$ cat src/design/sesv_pkg.sv
// Constants, register map and field positions for the external status and vector block
package sesv_pkg;
    localparam int DATA_W = 8;
    localparam int ADDR_W = 4;
    // --------------------------------------------------------------
    // Register offsets
    // --------------------------------------------------------------
    localparam logic [3:0] OFF_EXT_STATUS_FLAGS = 4'h0;
    localparam logic [3:0] OFF_INTERRUPT_VECTOR_STATUS = 4'h1;
    localparam logic [3:0] OFF_BAUD_ZERO_AND_RESIDUE = 4'h2;
    localparam logic [3:0] OFF_INTERRUPT_MODE_CONTROL = 4'h3;
    localparam logic [3:0] OFF_STATUS_INTERRUPT_ENABLES = 4'h4;
    localparam logic [3:0] OFF_RECEIVE_CONTROL = 4'h5;
    localparam logic [3:0] OFF_STATION_ADDRESS = 4'h6;
    localparam logic [3:0] OFF_COMMAND_CONTROL = 4'h7;
    localparam logic [3:0] OFF_CLOCK_SOURCE_CONTROL = 4'h8;
    localparam logic [3:0] OFF_VECTOR_MODE_CONTROL = 4'h9;
    localparam logic [3:0] OFF_PROGRAMMED_VECTOR = 4'hA;
    localparam logic [3:0] OFF_LINE_MODE = 4'hB;
    // --------------------------------------------------------------
    // Field positions
    // --------------------------------------------------------------
    localparam int B_BRK = 7;
    localparam int B_EOM = 6;
    localparam int B_CTS = 5;
    localparam int B_SYNC = 4;
    localparam int B_DCD = 3;
    localparam int B_ALLSENT = 2;
    localparam int B_IDLE = 1;
    localparam int B_BRG = 0;
    localparam int IMC_MASTER = 0;
    localparam int RXC_ENABLE = 0;
    localparam int RXC_ADDR_SEARCH = 2;
    localparam int RXC_ENTER_HUNT = 4;
    localparam int CSC_CRYSTAL = 7;
    localparam int VMC_STATUS_VEC = 6;
    localparam int VMC_TYPE_B = 5;
    localparam int LM_EXT_SYNC = 2;
    localparam int LM_LOOP = 3;
    localparam int LM_TX_EN = 4;
    localparam int LM_CRC_EN = 5;
    localparam int RES_TXZ = 4;
    localparam int RES_RXZ = 3;
    // Bits whose only interrupting change is a rise
    localparam logic [7:0] RISE_ONLY_MASK = 8'h45;
    // --------------------------------------------------------------
    // Modes, commands, cause codes, reset values
    // --------------------------------------------------------------
    localparam logic [1:0] MODE_ASYNC = 2'h0;
    localparam logic [1:0] MODE_COP = 2'h1;
    localparam logic [1:0] MODE_BOP = 2'h2;
    localparam logic [1:0] CMD_RESET_EOM = 2'h3;
    localparam logic [2:0] CMD_RESET_LATCH = 3'h2;
    localparam logic [1:0] CAUSE_TX_EMPTY = 2'h0;
    localparam logic [1:0] CAUSE_EXT_STATUS = 2'h1;
    localparam logic [1:0] CAUSE_RX_AVAIL = 2'h2;
    localparam logic [1:0] CAUSE_SPECIAL_RX = 2'h3;
    localparam logic [7:0] RESET_BYTE = 8'h00;
    localparam logic [7:0] PATTERN_FLAG = 8'h7E;
    localparam logic [7:0] PATTERN_GO_AHEAD = 8'h7F;
    localparam int ABORT_RUN = 7;
    localparam int IDLE_RUN = 15;
endpackage

$ cat src/design/sesv_top.sv
// External status latching and interrupt vector formation for one serial channel
//
// The address map and the plain strobed port were decided locally.
`timescale 1ns/1ps
module sesv_top #(
    parameter int CHANNEL_A = 1
) (
    input wire logic clk_i,
    input wire logic rst_b_i,
    input wire logic [sesv_pkg::ADDR_W-1:0] addr_i,
    input wire logic [sesv_pkg::DATA_W-1:0] wdata_i,
    input wire logic wr_i,
    input wire logic rd_i,
    output logic [sesv_pkg::DATA_W-1:0] rdata_o,
    input wire logic cts_b_i,
    input wire logic dcd_b_i,
    input wire logic sync_b_i,
    input wire logic rx_bit_valid_i,
    input wire logic rx_bit_i,
    input wire logic rx_char_valid_i,
    input wire logic rx_break_char_i,
    input wire logic rx_addr_valid_i,
    input wire logic [sesv_pkg::DATA_W-1:0] rx_addr_i,
    input wire logic sync_det_i,
    input wire logic tx_data_write_i,
    input wire logic tx_buf_empty_i,
    input wire logic tx_shift_empty_i,
    input wire logic tx_underrun_i,
    input wire logic send_abort_i,
    input wire logic transmit_baud_generator_zero_i,
    input wire logic receive_baud_generator_zero_i,
    input wire logic tx_empty_int_i,
    input wire logic rx_avail_int_i,
    input wire logic special_rx_int_i,
    output logic rx_data_valid_o,
    output logic tx_send_crc_o,
    output logic es_int_o
);
    import sesv_pkg::*;

    initial begin
        if (CHANNEL_A != 0 && CHANNEL_A != 1) begin
            $error("CHANNEL_A must be 0 or 1");
        end
    end

    // --------------------------------------------------------------
    // State
    // --------------------------------------------------------------
    typedef struct packed {
        logic master;
        logic [7:0] ie;
        logic [7:0] rxctl;
        logic [7:0] station;
        logic crystal;
        logic [7:0] vmode;
        logic [7:0] pvec;
        logic [7:0] mode;
        logic [7:0] held;
        logic [7:0] frozen;
        logic pend;
        logic brk;
        logic armed;
        logic srch;
        logic abga;
        logic end_of_message;
        logic hunt;
        logic allsent;
        logic txz;
        logic rxz;
        logic first_wr;
        logic crc;
        logic [7:0] rdata;
    } sesv_state_s;

    sesv_state_s s;
    sesv_state_s next_s;

    logic det_abort;
    logic det_idle;
    logic det_flag;
    logic det_ga;
    logic det_zero;

    sesv_run_det #(
        .RUN_W(4)
    ) u_det (
        .clk_i(clk_i),
        .rst_b_i(rst_b_i),
        .bit_valid_i(rx_bit_valid_i),
        .bit_i(rx_bit_i),
        .abort_o(det_abort),
        .idle_o(det_idle),
        .flag_o(det_flag),
        .ga_o(det_ga),
        .zero_o(det_zero)
    );

    // --------------------------------------------------------------
    // Mode decode and live conditions
    // --------------------------------------------------------------
    logic is_async;
    logic is_bop;
    logic is_loop;
    logic pin_sync;
    logic [7:0] cur;
    logic [7:0] shown;
    logic [7:0] vec;
    logic [7:0] latch_en;
    logic [1:0] cause;
    logic [2:0] field;

    assign is_async = (s.mode[1:0] == MODE_ASYNC);
    assign is_bop = (s.mode[1:0] == MODE_BOP);
    assign is_loop = is_bop & s.mode[LM_LOOP];
    assign pin_sync = is_async | ((s.mode[1:0] == MODE_COP) & s.mode[LM_EXT_SYNC]);

    always_comb begin
        cur = RESET_BYTE;
        cur[B_BRK] = is_async ? s.brk : (is_bop & s.abga);
        cur[B_EOM] = s.end_of_message;
        cur[B_CTS] = ~cts_b_i;
        cur[B_SYNC] = pin_sync ? ~sync_b_i : s.hunt;
        cur[B_DCD] = ~dcd_b_i;
        cur[B_ALLSENT] = s.allsent;
        cur[B_IDLE] = is_bop & det_idle;
        cur[B_BRG] = s.txz | s.rxz;
    end

    // Crystal use turns the sync pin into an oscillator input, so it may not interrupt
    always_comb begin
        latch_en = {8{s.master}} & s.ie;
        latch_en[B_SYNC] = latch_en[B_SYNC] & ~(pin_sync & s.crystal);
    end

    assign shown = (s.frozen & s.held) | (~s.frozen & cur);

    // --------------------------------------------------------------
    // Vector formation
    // --------------------------------------------------------------
    always_comb begin
        if (special_rx_int_i) begin
            cause = CAUSE_SPECIAL_RX;
        end else if (rx_avail_int_i) begin
            cause = CAUSE_RX_AVAIL;
        end else if (s.pend) begin
            cause = CAUSE_EXT_STATUS;
        end else begin
            cause = CAUSE_TX_EMPTY;
        end
        field = {CHANNEL_A[0], cause};
        if (!s.vmode[VMC_STATUS_VEC]) begin
            vec = s.pvec;
        end else if (s.vmode[VMC_TYPE_B]) begin
            vec = {s.pvec[7:3], field};
        end else begin
            vec = {s.pvec[7:5], field, s.pvec[1:0]};
        end
    end

    // --------------------------------------------------------------
    // Next state
    // --------------------------------------------------------------
    logic wr_mode;
    logic wr_rxc;
    logic wr_cmd;
    logic tx_en_new;
    logic tx_on;
    logic tx_off;
    logic rx_en_new;
    logic rx_off;
    logic cmd_eom;
    logic cmd_latch;
    logic abort_ok;
    logic eom_set;
    logic eom_clr;
    logic [7:0] trig;
    logic [7:0] base_frz;

    always_comb begin
        next_s = s;
        wr_mode = wr_i & (addr_i == OFF_LINE_MODE);
        wr_rxc = wr_i & (addr_i == OFF_RECEIVE_CONTROL);
        wr_cmd = wr_i & (addr_i == OFF_COMMAND_CONTROL);
        tx_en_new = wr_mode ? wdata_i[LM_TX_EN] : s.mode[LM_TX_EN];
        tx_on = tx_en_new & ~s.mode[LM_TX_EN];
        tx_off = ~tx_en_new & s.mode[LM_TX_EN];
        rx_en_new = wr_rxc ? wdata_i[RXC_ENABLE] : s.rxctl[RXC_ENABLE];
        rx_off = ~rx_en_new & s.rxctl[RXC_ENABLE];
        cmd_eom = wr_cmd & (wdata_i[7:6] == CMD_RESET_EOM);
        cmd_latch = wr_cmd & (wdata_i[5:3] == CMD_RESET_LATCH);

        if (wr_i) begin
            case (addr_i)
                OFF_INTERRUPT_MODE_CONTROL: next_s.master = wdata_i[IMC_MASTER];
                OFF_STATUS_INTERRUPT_ENABLES: next_s.ie = wdata_i;
                OFF_RECEIVE_CONTROL: next_s.rxctl = wdata_i;
                OFF_STATION_ADDRESS: next_s.station = wdata_i;
                OFF_CLOCK_SOURCE_CONTROL: next_s.crystal = wdata_i[CSC_CRYSTAL];
                OFF_VECTOR_MODE_CONTROL: next_s.vmode = wdata_i;
                OFF_PROGRAMMED_VECTOR: next_s.pvec = wdata_i;
                OFF_LINE_MODE: next_s.mode = wdata_i;
                default: next_s.master = s.master;
            endcase
        end

        // Break: a one on the line ends it, a fresh break character wins
        next_s.brk = (s.brk & ~(rx_bit_valid_i & rx_bit_i)) | rx_break_char_i;

        // Abort arming by the first flag after receive enable
        if (!rx_en_new) begin
            next_s.armed = 1'b0;
        end else if (det_flag) begin
            next_s.armed = 1'b1;
        end
        // Address search lasts for one match; a new write re-arms it
        next_s.srch = (s.srch & ~(rx_addr_valid_i & (rx_addr_i == s.station)))
            | (wr_rxc & wdata_i[RXC_ADDR_SEARCH]);
        abort_ok = s.armed & ~s.srch;
        // A zero wins: in its cycle the detector outputs still describe older bits
        if (is_loop) begin
            next_s.abga = ~det_zero & (s.abga | det_ga | det_abort);
        end else begin
            next_s.abga = abort_ok & det_abort;
        end

        // Underrun / end of message
        eom_set = ~rst_b_i | send_abort_i | tx_off | (tx_underrun_i & ~s.end_of_message);
        eom_clr = cmd_eom | (is_bop & s.first_wr & tx_data_write_i);
        next_s.end_of_message = (s.end_of_message & ~eom_clr) | eom_set;
        next_s.crc = tx_underrun_i & ~s.end_of_message & s.mode[LM_CRC_EN];
        next_s.first_wr = (s.first_wr & ~tx_data_write_i) | tx_on;

        // Hunt: receiver off or enter-hunt beats a same-cycle sync detect
        next_s.hunt = (s.hunt & ~(sync_det_i | (is_bop & det_flag)))
            | rx_off | (wr_rxc & wdata_i[RXC_ENTER_HUNT]);

        next_s.allsent = is_async & tx_en_new & tx_buf_empty_i & tx_shift_empty_i
            & ~tx_data_write_i;

        // Baud zero latches; forced low while their enable is clear
        if (!s.ie[B_BRG]) begin
            next_s.txz = 1'b0;
            next_s.rxz = 1'b0;
        end else begin
            next_s.txz = (s.txz & ~cmd_latch) | transmit_baud_generator_zero_i;
            next_s.rxz = (s.rxz & ~cmd_latch) | receive_baud_generator_zero_i;
        end

        // Per-bit latch: a frozen bit keeps showing the value it changed to
        trig = (RISE_ONLY_MASK & cur & ~s.held) | (~RISE_ONLY_MASK & (cur ^ s.held));
        base_frz = s.frozen & ~{8{cmd_latch}} & latch_en;
        next_s.frozen = base_frz | (~base_frz & latch_en & trig);
        next_s.held = (base_frz & s.held) | (~base_frz & cur);
        next_s.pend = (s.pend & ~cmd_latch) | (|(~base_frz & latch_en & trig));

        next_s.rdata = RESET_BYTE;
        if (rd_i) begin
            case (addr_i)
                OFF_EXT_STATUS_FLAGS: next_s.rdata = shown;
                OFF_INTERRUPT_VECTOR_STATUS: next_s.rdata = vec;
                OFF_BAUD_ZERO_AND_RESIDUE: next_s.rdata = {3'h0, s.txz, s.rxz, 3'h0};
                OFF_INTERRUPT_MODE_CONTROL: next_s.rdata = {7'h00, s.master};
                OFF_STATUS_INTERRUPT_ENABLES: next_s.rdata = s.ie;
                OFF_RECEIVE_CONTROL: next_s.rdata = s.rxctl;
                OFF_STATION_ADDRESS: next_s.rdata = s.station;
                OFF_CLOCK_SOURCE_CONTROL: next_s.rdata = {s.crystal, 7'h00};
                OFF_VECTOR_MODE_CONTROL: next_s.rdata = s.vmode;
                OFF_PROGRAMMED_VECTOR: next_s.rdata = s.pvec;
                OFF_LINE_MODE: next_s.rdata = s.mode;
                default: next_s.rdata = RESET_BYTE;
            endcase
        end
    end

    always_ff @(posedge clk_i or negedge rst_b_i) begin
        if (!rst_b_i) begin
            s <= '0;
            s.end_of_message <= 1'b1;
            s.hunt <= 1'b1;
            s.held <= 8'h40;
        end else begin
            s <= next_s;
        end
    end

    // --------------------------------------------------------------
    // Outputs
    // --------------------------------------------------------------
    // A break is checked both as state and in the arriving cycle, so no null slips out
    assign rx_data_valid_o = rx_char_valid_i & ~(is_async & (s.brk | rx_break_char_i));
    assign rdata_o = s.rdata;
    assign tx_send_crc_o = s.crc;
    assign es_int_o = s.pend;
endmodule

$ cat src/design/sesv_run_det.sv
// Receive bit stream pattern and run-of-ones detector
`timescale 1ns/1ps
module sesv_run_det #(
    parameter int RUN_W = 4
) (
    input wire logic clk_i,
    input wire logic rst_b_i,
    input wire logic bit_valid_i,
    input wire logic bit_i,
    output logic abort_o,
    output logic idle_o,
    output logic flag_o,
    output logic ga_o,
    output logic zero_o
);
    import sesv_pkg::*;

    initial begin
        if (RUN_W < 4) begin
            $error("Run counter too narrow for the idle threshold");
        end
    end

    typedef struct packed {
        logic [RUN_W-1:0] run;
        logic [7:0] shreg;
        logic flag;
        logic ga;
    } sesv_det_s;

    sesv_det_s s;
    sesv_det_s next_s;
    logic [7:0] next_shreg;

    always_comb begin
        next_s = s;
        next_shreg = {s.shreg[6:0], bit_i};
        next_s.flag = 1'b0;
        next_s.ga = 1'b0;
        if (bit_valid_i) begin
            next_s.shreg = next_shreg;
            next_s.flag = (next_shreg == PATTERN_FLAG);
            next_s.ga = (next_shreg == PATTERN_GO_AHEAD);
            // Saturate so a long idle line never wraps back under the thresholds
            if (!bit_i) begin
                next_s.run = '0;
            end else if (s.run != '1) begin
                next_s.run = s.run + RUN_W'(1);
            end
        end
    end

    always_ff @(posedge clk_i or negedge rst_b_i) begin
        if (!rst_b_i) begin
            s <= '0;
        end else begin
            s <= next_s;
        end
    end

    assign abort_o = (s.run >= RUN_W'(ABORT_RUN));
    assign idle_o = (s.run >= RUN_W'(IDLE_RUN));
    assign flag_o = s.flag;
    assign ga_o = s.ga;
    assign zero_o = bit_valid_i & ~bit_i;
endmodule

$ cat config.mk
export PLATFORM = sky130hd
export DESIGN_NAME = sesv_top
export DESIGN_NICKNAME = d
export VERILOG_FILES = /design/src/design/sesv_pkg.sv /design/src/design/sesv_top.sv /design/src/design/sesv_run_det.sv
export SDC_FILE = /design/constraint.sdc
export NUM_CORES = 1
export LEC_CHECK = 0
export BUFFER_PORTS_ARGS = -buffer_cell sky130_fd_sc_hd__buf_4
export CAP_MARGIN = 20
export CELL_PAD_IN_SITES_DETAIL_PLACEMENT = 1
export CELL_PAD_IN_SITES_GLOBAL_PLACEMENT = 2
export CORE_MARGIN = 4
export CORE_UTILIZATION = 42
export DETAILED_ROUTE_END_ITERATION = 10
export HOLD_SLACK_MARGIN = 0.06
export PLACE_DENSITY = 0.84
export SLEW_MARGIN = 20
export SYNTH_ARGS = -nofsm -noshare
export SYNTH_HDL_FRONTEND = slang
export SYNTH_SLANG_ARGS = --single-unit
export TNS_END_PERCENT = 20
$ cat constraint.sdc
create_clock -name clk_i -period 4.3 [get_ports clk_i]
set_clock_uncertainty 0.2 [all_clocks]
set_input_delay 0.86 -clock clk_i [delete_from_list [all_inputs] [get_ports clk_i]]
set_output_delay 0.86 -clock clk_i [all_outputs]
set_load 0.02 [all_outputs]
**Word-level counts from Yosys, hierarchy flattened**

Index checks and enable logic that the tools add are counted.

- $add $sub $neg: 1
- $lt $le $gt $ge: 2
- Eq/ne operators: 21
- Mux-type cells: 18
- Bitwise operators: 98
- Reductions and logical operators: 12

Operator list:

| cell | number |
|---|---|
| $pmux W8 S11 | 1 |
| $and A8 B8 Y8 | 9 |
| $and A1 B1 Y1 | 41 |
| $not A8 Y8 | 4 |
| $or A8 B8 Y8 | 4 |
| $not A1 Y1 | 19 |
| $or A1 B1 Y1 | 19 |
| $reduce_and A2 Y1 | 9 |
| $eq A4 B3 Y1 const B | 4 |
| $eq A4 B4 Y1 const B | 4 |
| $eq A8 B7 Y1 const B | 2 |
| $mux W5 | 2 |
| $and A7 B8 Y8 | 1 |
| $eq A4 B2 Y1 const B | 2 |
| $eq A8 B8 Y1 | 1 |
| $mux W1 | 8 |
| $mux W2 | 4 |
| $mux W4 | 2 |
| $mux W8 | 1 |
| $reduce_or A8 Y1 | 1 |
| $xor A8 B8 Y8 | 1 |
| $add A4 B1 Y4 const B | 1 |
| $eq A2 B2 Y1 const B | 2 |
| $eq A4 B1 Y1 const B | 1 |
| 8 further kinds | 9 |

- Flip-flop bits (word level): 99
- Input bits: 43
- Output and inout port bits: 11
- Word-level logic and storage cells: 179

**Depth between registers and ports, before layout**

- Depth after elaboration: 12
- Gate-level depth with buffers: 8
- Gate-level depth less buffers: 6

**Cells and area by module**

From an unflattened synthesis, not the netlist that was laid out.

- Cell total of the unflattened synthesis: 467
- Area, all modules: 5034.8 µm²

Modules (own cells, without submodules):

| module | instances | cells each | area an instance (µm²) | sequential area each (µm²) |
|---|---|---|---|---|
| sesv_top | 1 | 420 | 4476.8 | 2155.8 |
| sesv_run_det | 1 | 47 | 558.0 | 325.3 |

**Worst setup path after synthesis**

No wires, ideal clock.

- Path type: input -> register
- Start: input port addr_i[1] (netlist name)
- End: register s[44] (netlist name)
- Setup time: 0.127 ns
- Arrival time: 1.939 ns
- Required time: 3.973 ns
- Slack: 2.034 ns
- Cell stages on the path: 6
- Path buffers: 3
- Path through: buf_2 nor2b_1 buf_2 and3_1 buf_4 mux2_1

- Word-level cells in the longest chain between the ends: 2

RTL lines:

| item | line | source |
|---|---|---|
| start: declaration | sesv_top.sv:10 | `input wire logic [sesv_pkg::ADDR_W-1:0] addr_i,` |
| $eq A4 B4 Y1 | sesv_top.sv:194 | `case (addr_i)` |
| $reduce_and A2 Y1 (no source line) | -- |  |
| end signal: assignment | sesv_top.sv:283 | `s <= next_s;` |
| end: declaration | sesv_top.sv:76 | `sesv_state_s s;` |

Every way passes these cells.
A chain may end at the register's enable or synchronous reset.

==> impl_metrics.env <==
export IMPL_status="completed"
export IMPL_rsz0062_at_grt="false"
export IMPL_end_kind="flop"
export IMPL_slowest_delay_ps=540
export IMPL_ctsHoldBuffers=0
export IMPL_pre_cts_ws_ps=1420
export IMPL_seq_area_frac_synth_pct=49.8
export IMPL_p_leak_nw=2.49
export IMPL_overflow=0
export IMPL_yosysUniqueCellTypes=56
export IMPL_r2r_slack_ps=2230
export IMPL_synthMostInstantiatedCell="dfrtp_1"
export IMPL_vdd_drop_max_mv=0.271
export IMPL_syn_instance_count=455
export IMPL_r2r_end="rdata_o[1]"
export IMPL_path_delay_family="simple AND/OR/NAND/NOR gates"
export IMPL_finalSetupViolCount=0
export IMPL_initial_core_util_pct=43.3
export IMPL_worst_slack_ps=1800
export IMPL_fp_dieH_microns=117
export IMPL_die_w_microns=117
export IMPL_yosys_area_share_simple_pct=15.0
export IMPL_avgSynthCellArea_sq_um=11.0
export IMPL_drt_wl_total_mm=13.9
export IMPL_drtAntennaViolNets=0
export IMPL_cp_slowest_cell="and3_1"
export IMPL_area_delta_synth_final_pct=14.4
export IMPL_maxCapViolCount=0
export IMPL_grt_max_degree=59
export IMPL_hold_path_depth=1
export IMPL_final_fill_count=1244
export IMPL_coreArea_sq_um=11500
export IMPL_clk_latency_ps=350
export IMPL_grt_pass1_vias=3991
export IMPL_drc=0
export IMPL_synthAdderAreaFrac_pct=0.251
export IMPL_ys_seq_elements=99
export IMPL_worst_pin_slew_ps=744
export IMPL_seq_area_sq_um=2480
export IMPL_clockBufferDepth=2
export IMPL_crit_type="in2reg"
export IMPL_tns_ps=0
export IMPL_synth_edff_count=0
export IMPL_cp_common_cell="and3_1"
export IMPL_wl_per_cell_microns=21.8
export IMPL_worstPathRequired_ps=4350
export IMPL_synth_top_family_by_area="multiplexers"
export IMPL_drive_gt1_share_pct=20.9
export IMPL_min_to="s[51]"
export IMPL_timing_final_crit_share_pct=58.2
export IMPL_reg2reg_from="u_det.s[10]"
export IMPL_slew_headroom_pct=50.4
export IMPL_netlist_area_sq_um=4980
export IMPL_maxSlewViolCount=0
export IMPL_first_pass_iters=5
export IMPL_route_vias_total=3780
export IMPL_antenna_found_initial=0
export IMPL_ys_top_cells_by_area="dfrtp_1 (48%), mux2_1 (9.5%), mux2_2 (5.0%)"
export IMPL_synth_compound_area_share_pct=13.4
export IMPL_grt_pass1_wl_mm=22.3
export IMPL_synth_mux_area_share_pct=15.2
export IMPL_synth_xor_area_share_pct=1.93
export IMPL_reg2reg_depth=5
export IMPL_syn_nets=499
export IMPL_cts_tree="built"
export IMPL_synth_top_area_share_pct=48.2
export IMPL_grtUsageTotal_pct=21.8
export IMPL_initialDrtViolationCount=183
export IMPL_htreeDepth=3
export IMPL_vias_per_cell=5.94
export IMPL_cts_resized=0
export IMPL_netlist_top_cells_count="dfrtp_1 (96), mux2_1 (42), nand2_1 (39), a21oi_1 (25), nor2_1 (24)"
export IMPL_gp_congestion=0.897
export IMPL_ioPinCount=54
export IMPL_p_total_mw=2.59
export IMPL_antenna_cells=0
export IMPL_post_cts_setup_buffer_count=0
export IMPL_powerDensity_nw_per_um2=454
export IMPL_crit_arrival_ps=2550
export IMPL_min_period_ps=2500
export IMPL_min_path_type="reg2reg"
export IMPL_fmax_mhz=400
export IMPL_cts_buffers=9
export IMPL_clk_pin_slew_ps=70
export IMPL_multiInputGateArea_sq_um=2280
export IMPL_hpwl_mm=10.1
export IMPL_core_rowCount=39
export IMPL_cp_num_buf_inv=1
export IMPL_final_hold_viol_count=0
export IMPL_ys_flop_type="dfrtp_1"
export IMPL_yosys_area_top_type="dfrtp_1"
export IMPL_ys_warn_count=0
export IMPL_cts_sinks=99
export IMPL_final_nets=532
export IMPL_hold_start="s[51]"
export IMPL_critPathLaunchType="input port"
export IMPL_die_area_sq_um=13700
export IMPL_root_buffer="clkbuf_16"
export IMPL_io_buffers=52
export IMPL_crit_path_max_fanout=21
export IMPL_ys_async_sr_fraction_pct=100
export IMPL_crit_chain="buf_4, and2_1, and3_1, mux2_1, and3_1"
[layout by cell type (no fill, tap or decap), drive strengths merged, types with 12 or more instances in the layout]
master	synthesis	final
buf	26	55
o21ai	19	19
dfrtp	96	96
nor2	25	25
a21oi	25	25
nor2b	12	12
nand2	39	39
mux2	65	65
nand3	14	14
[layout make-up]
type | count | share of cell area [%]
flip-flops and latches | 99 | 43.5
inverters | 7 | 0.461
clock inverters | 5 | 1.49
clock buffers | 11 | 4.26
multi-input cells | 316 | 39.9
repair buffers | 55 | 7.24
well taps | 143 | 3.14
[report_power, final]
group	internal (mW)	total, mW	switching (mW)
clock	0.529	0.890	0.361
sequential	1.09	1.26	0.173
combinational	0.212	0.434	0.222
total	1.83	2.59	0.756
[sequential cells by signal, indices dropped and copies added (netlist names), named ones only]
name,flops
u_det.ga_o,1
es_int_o,1
u_det.next_shreg,7
u_det.flag_o,1
cur,2
tx_send_crc_o,1
u_det.s,4
rdata_o,8
s,66
[worst reg2reg max path, cell delays in order, from the launching register on]
cell,delay (ps)
dfrtp_1,390
ha_1,220
nand3_1,250
o31ai_1,500
nand2_1,110
a31oi_1,280
[how the worst max path moves through the flow]
stage / slack, ps / from / cells after the start / to
2_1_floorplan: 2030 / addr_i[1] / 6 / s[44]
3_3_place_gp: 1440 / addr_i[1] / 5 / cur[2]
3_5_place_dp: 1420 / addr_i[1] / 5 / cur[2]
4_1_cts: 1800 / addr_i[1] / 5 / cur[2]
5_1_grt: 1710 / addr_i[1] / 5 / cur[2]
6_report: 1800 / addr_i[1] / 5 / cur[2]
[stage by stage]
stage / hold slack, ps / instances / utilization, % / area, sq um
after floorplan: 251 / 455 / - / 4980
after global placement: 268 / 620 / 46.7 / 5380
after detailed placement: 280 / 620 / 46.7 / 5380
after CTS: 295 / 636 / 49.5 / 5700
after global routing: 304 / 636 / 49.5 / 5700
final: 295 / 636 / 49.5 / 5700
[routing by layer]
layer | vias up | track usage, % | part of all wire (%)
li1 | 1716 | - | -
met1 | 1943 | 30.5 | 45
met2 | 94 | 33.7 | 47
met3 | 27 | 3.65 | 4.3
met4 | 0 | 9.25 | 2.9
met5 | - | 0 | 0
[cell families (layout without fill, tap and decap cells)]
kind of cell | Yosys count | count (layout)
AND/OR/NAND/NOR | 139 | 139
flip-flops | 99 | 99
AO/OA/AOI/OAI | 98 | 98
multiplexers | 67 | 67
buffers and inverters | 40 | 78
XOR/XNOR | 11 | 11
adder cells (fa/ha/maj) | 1 | 1
Note: power is estimated with default switching activity, not from simulation.
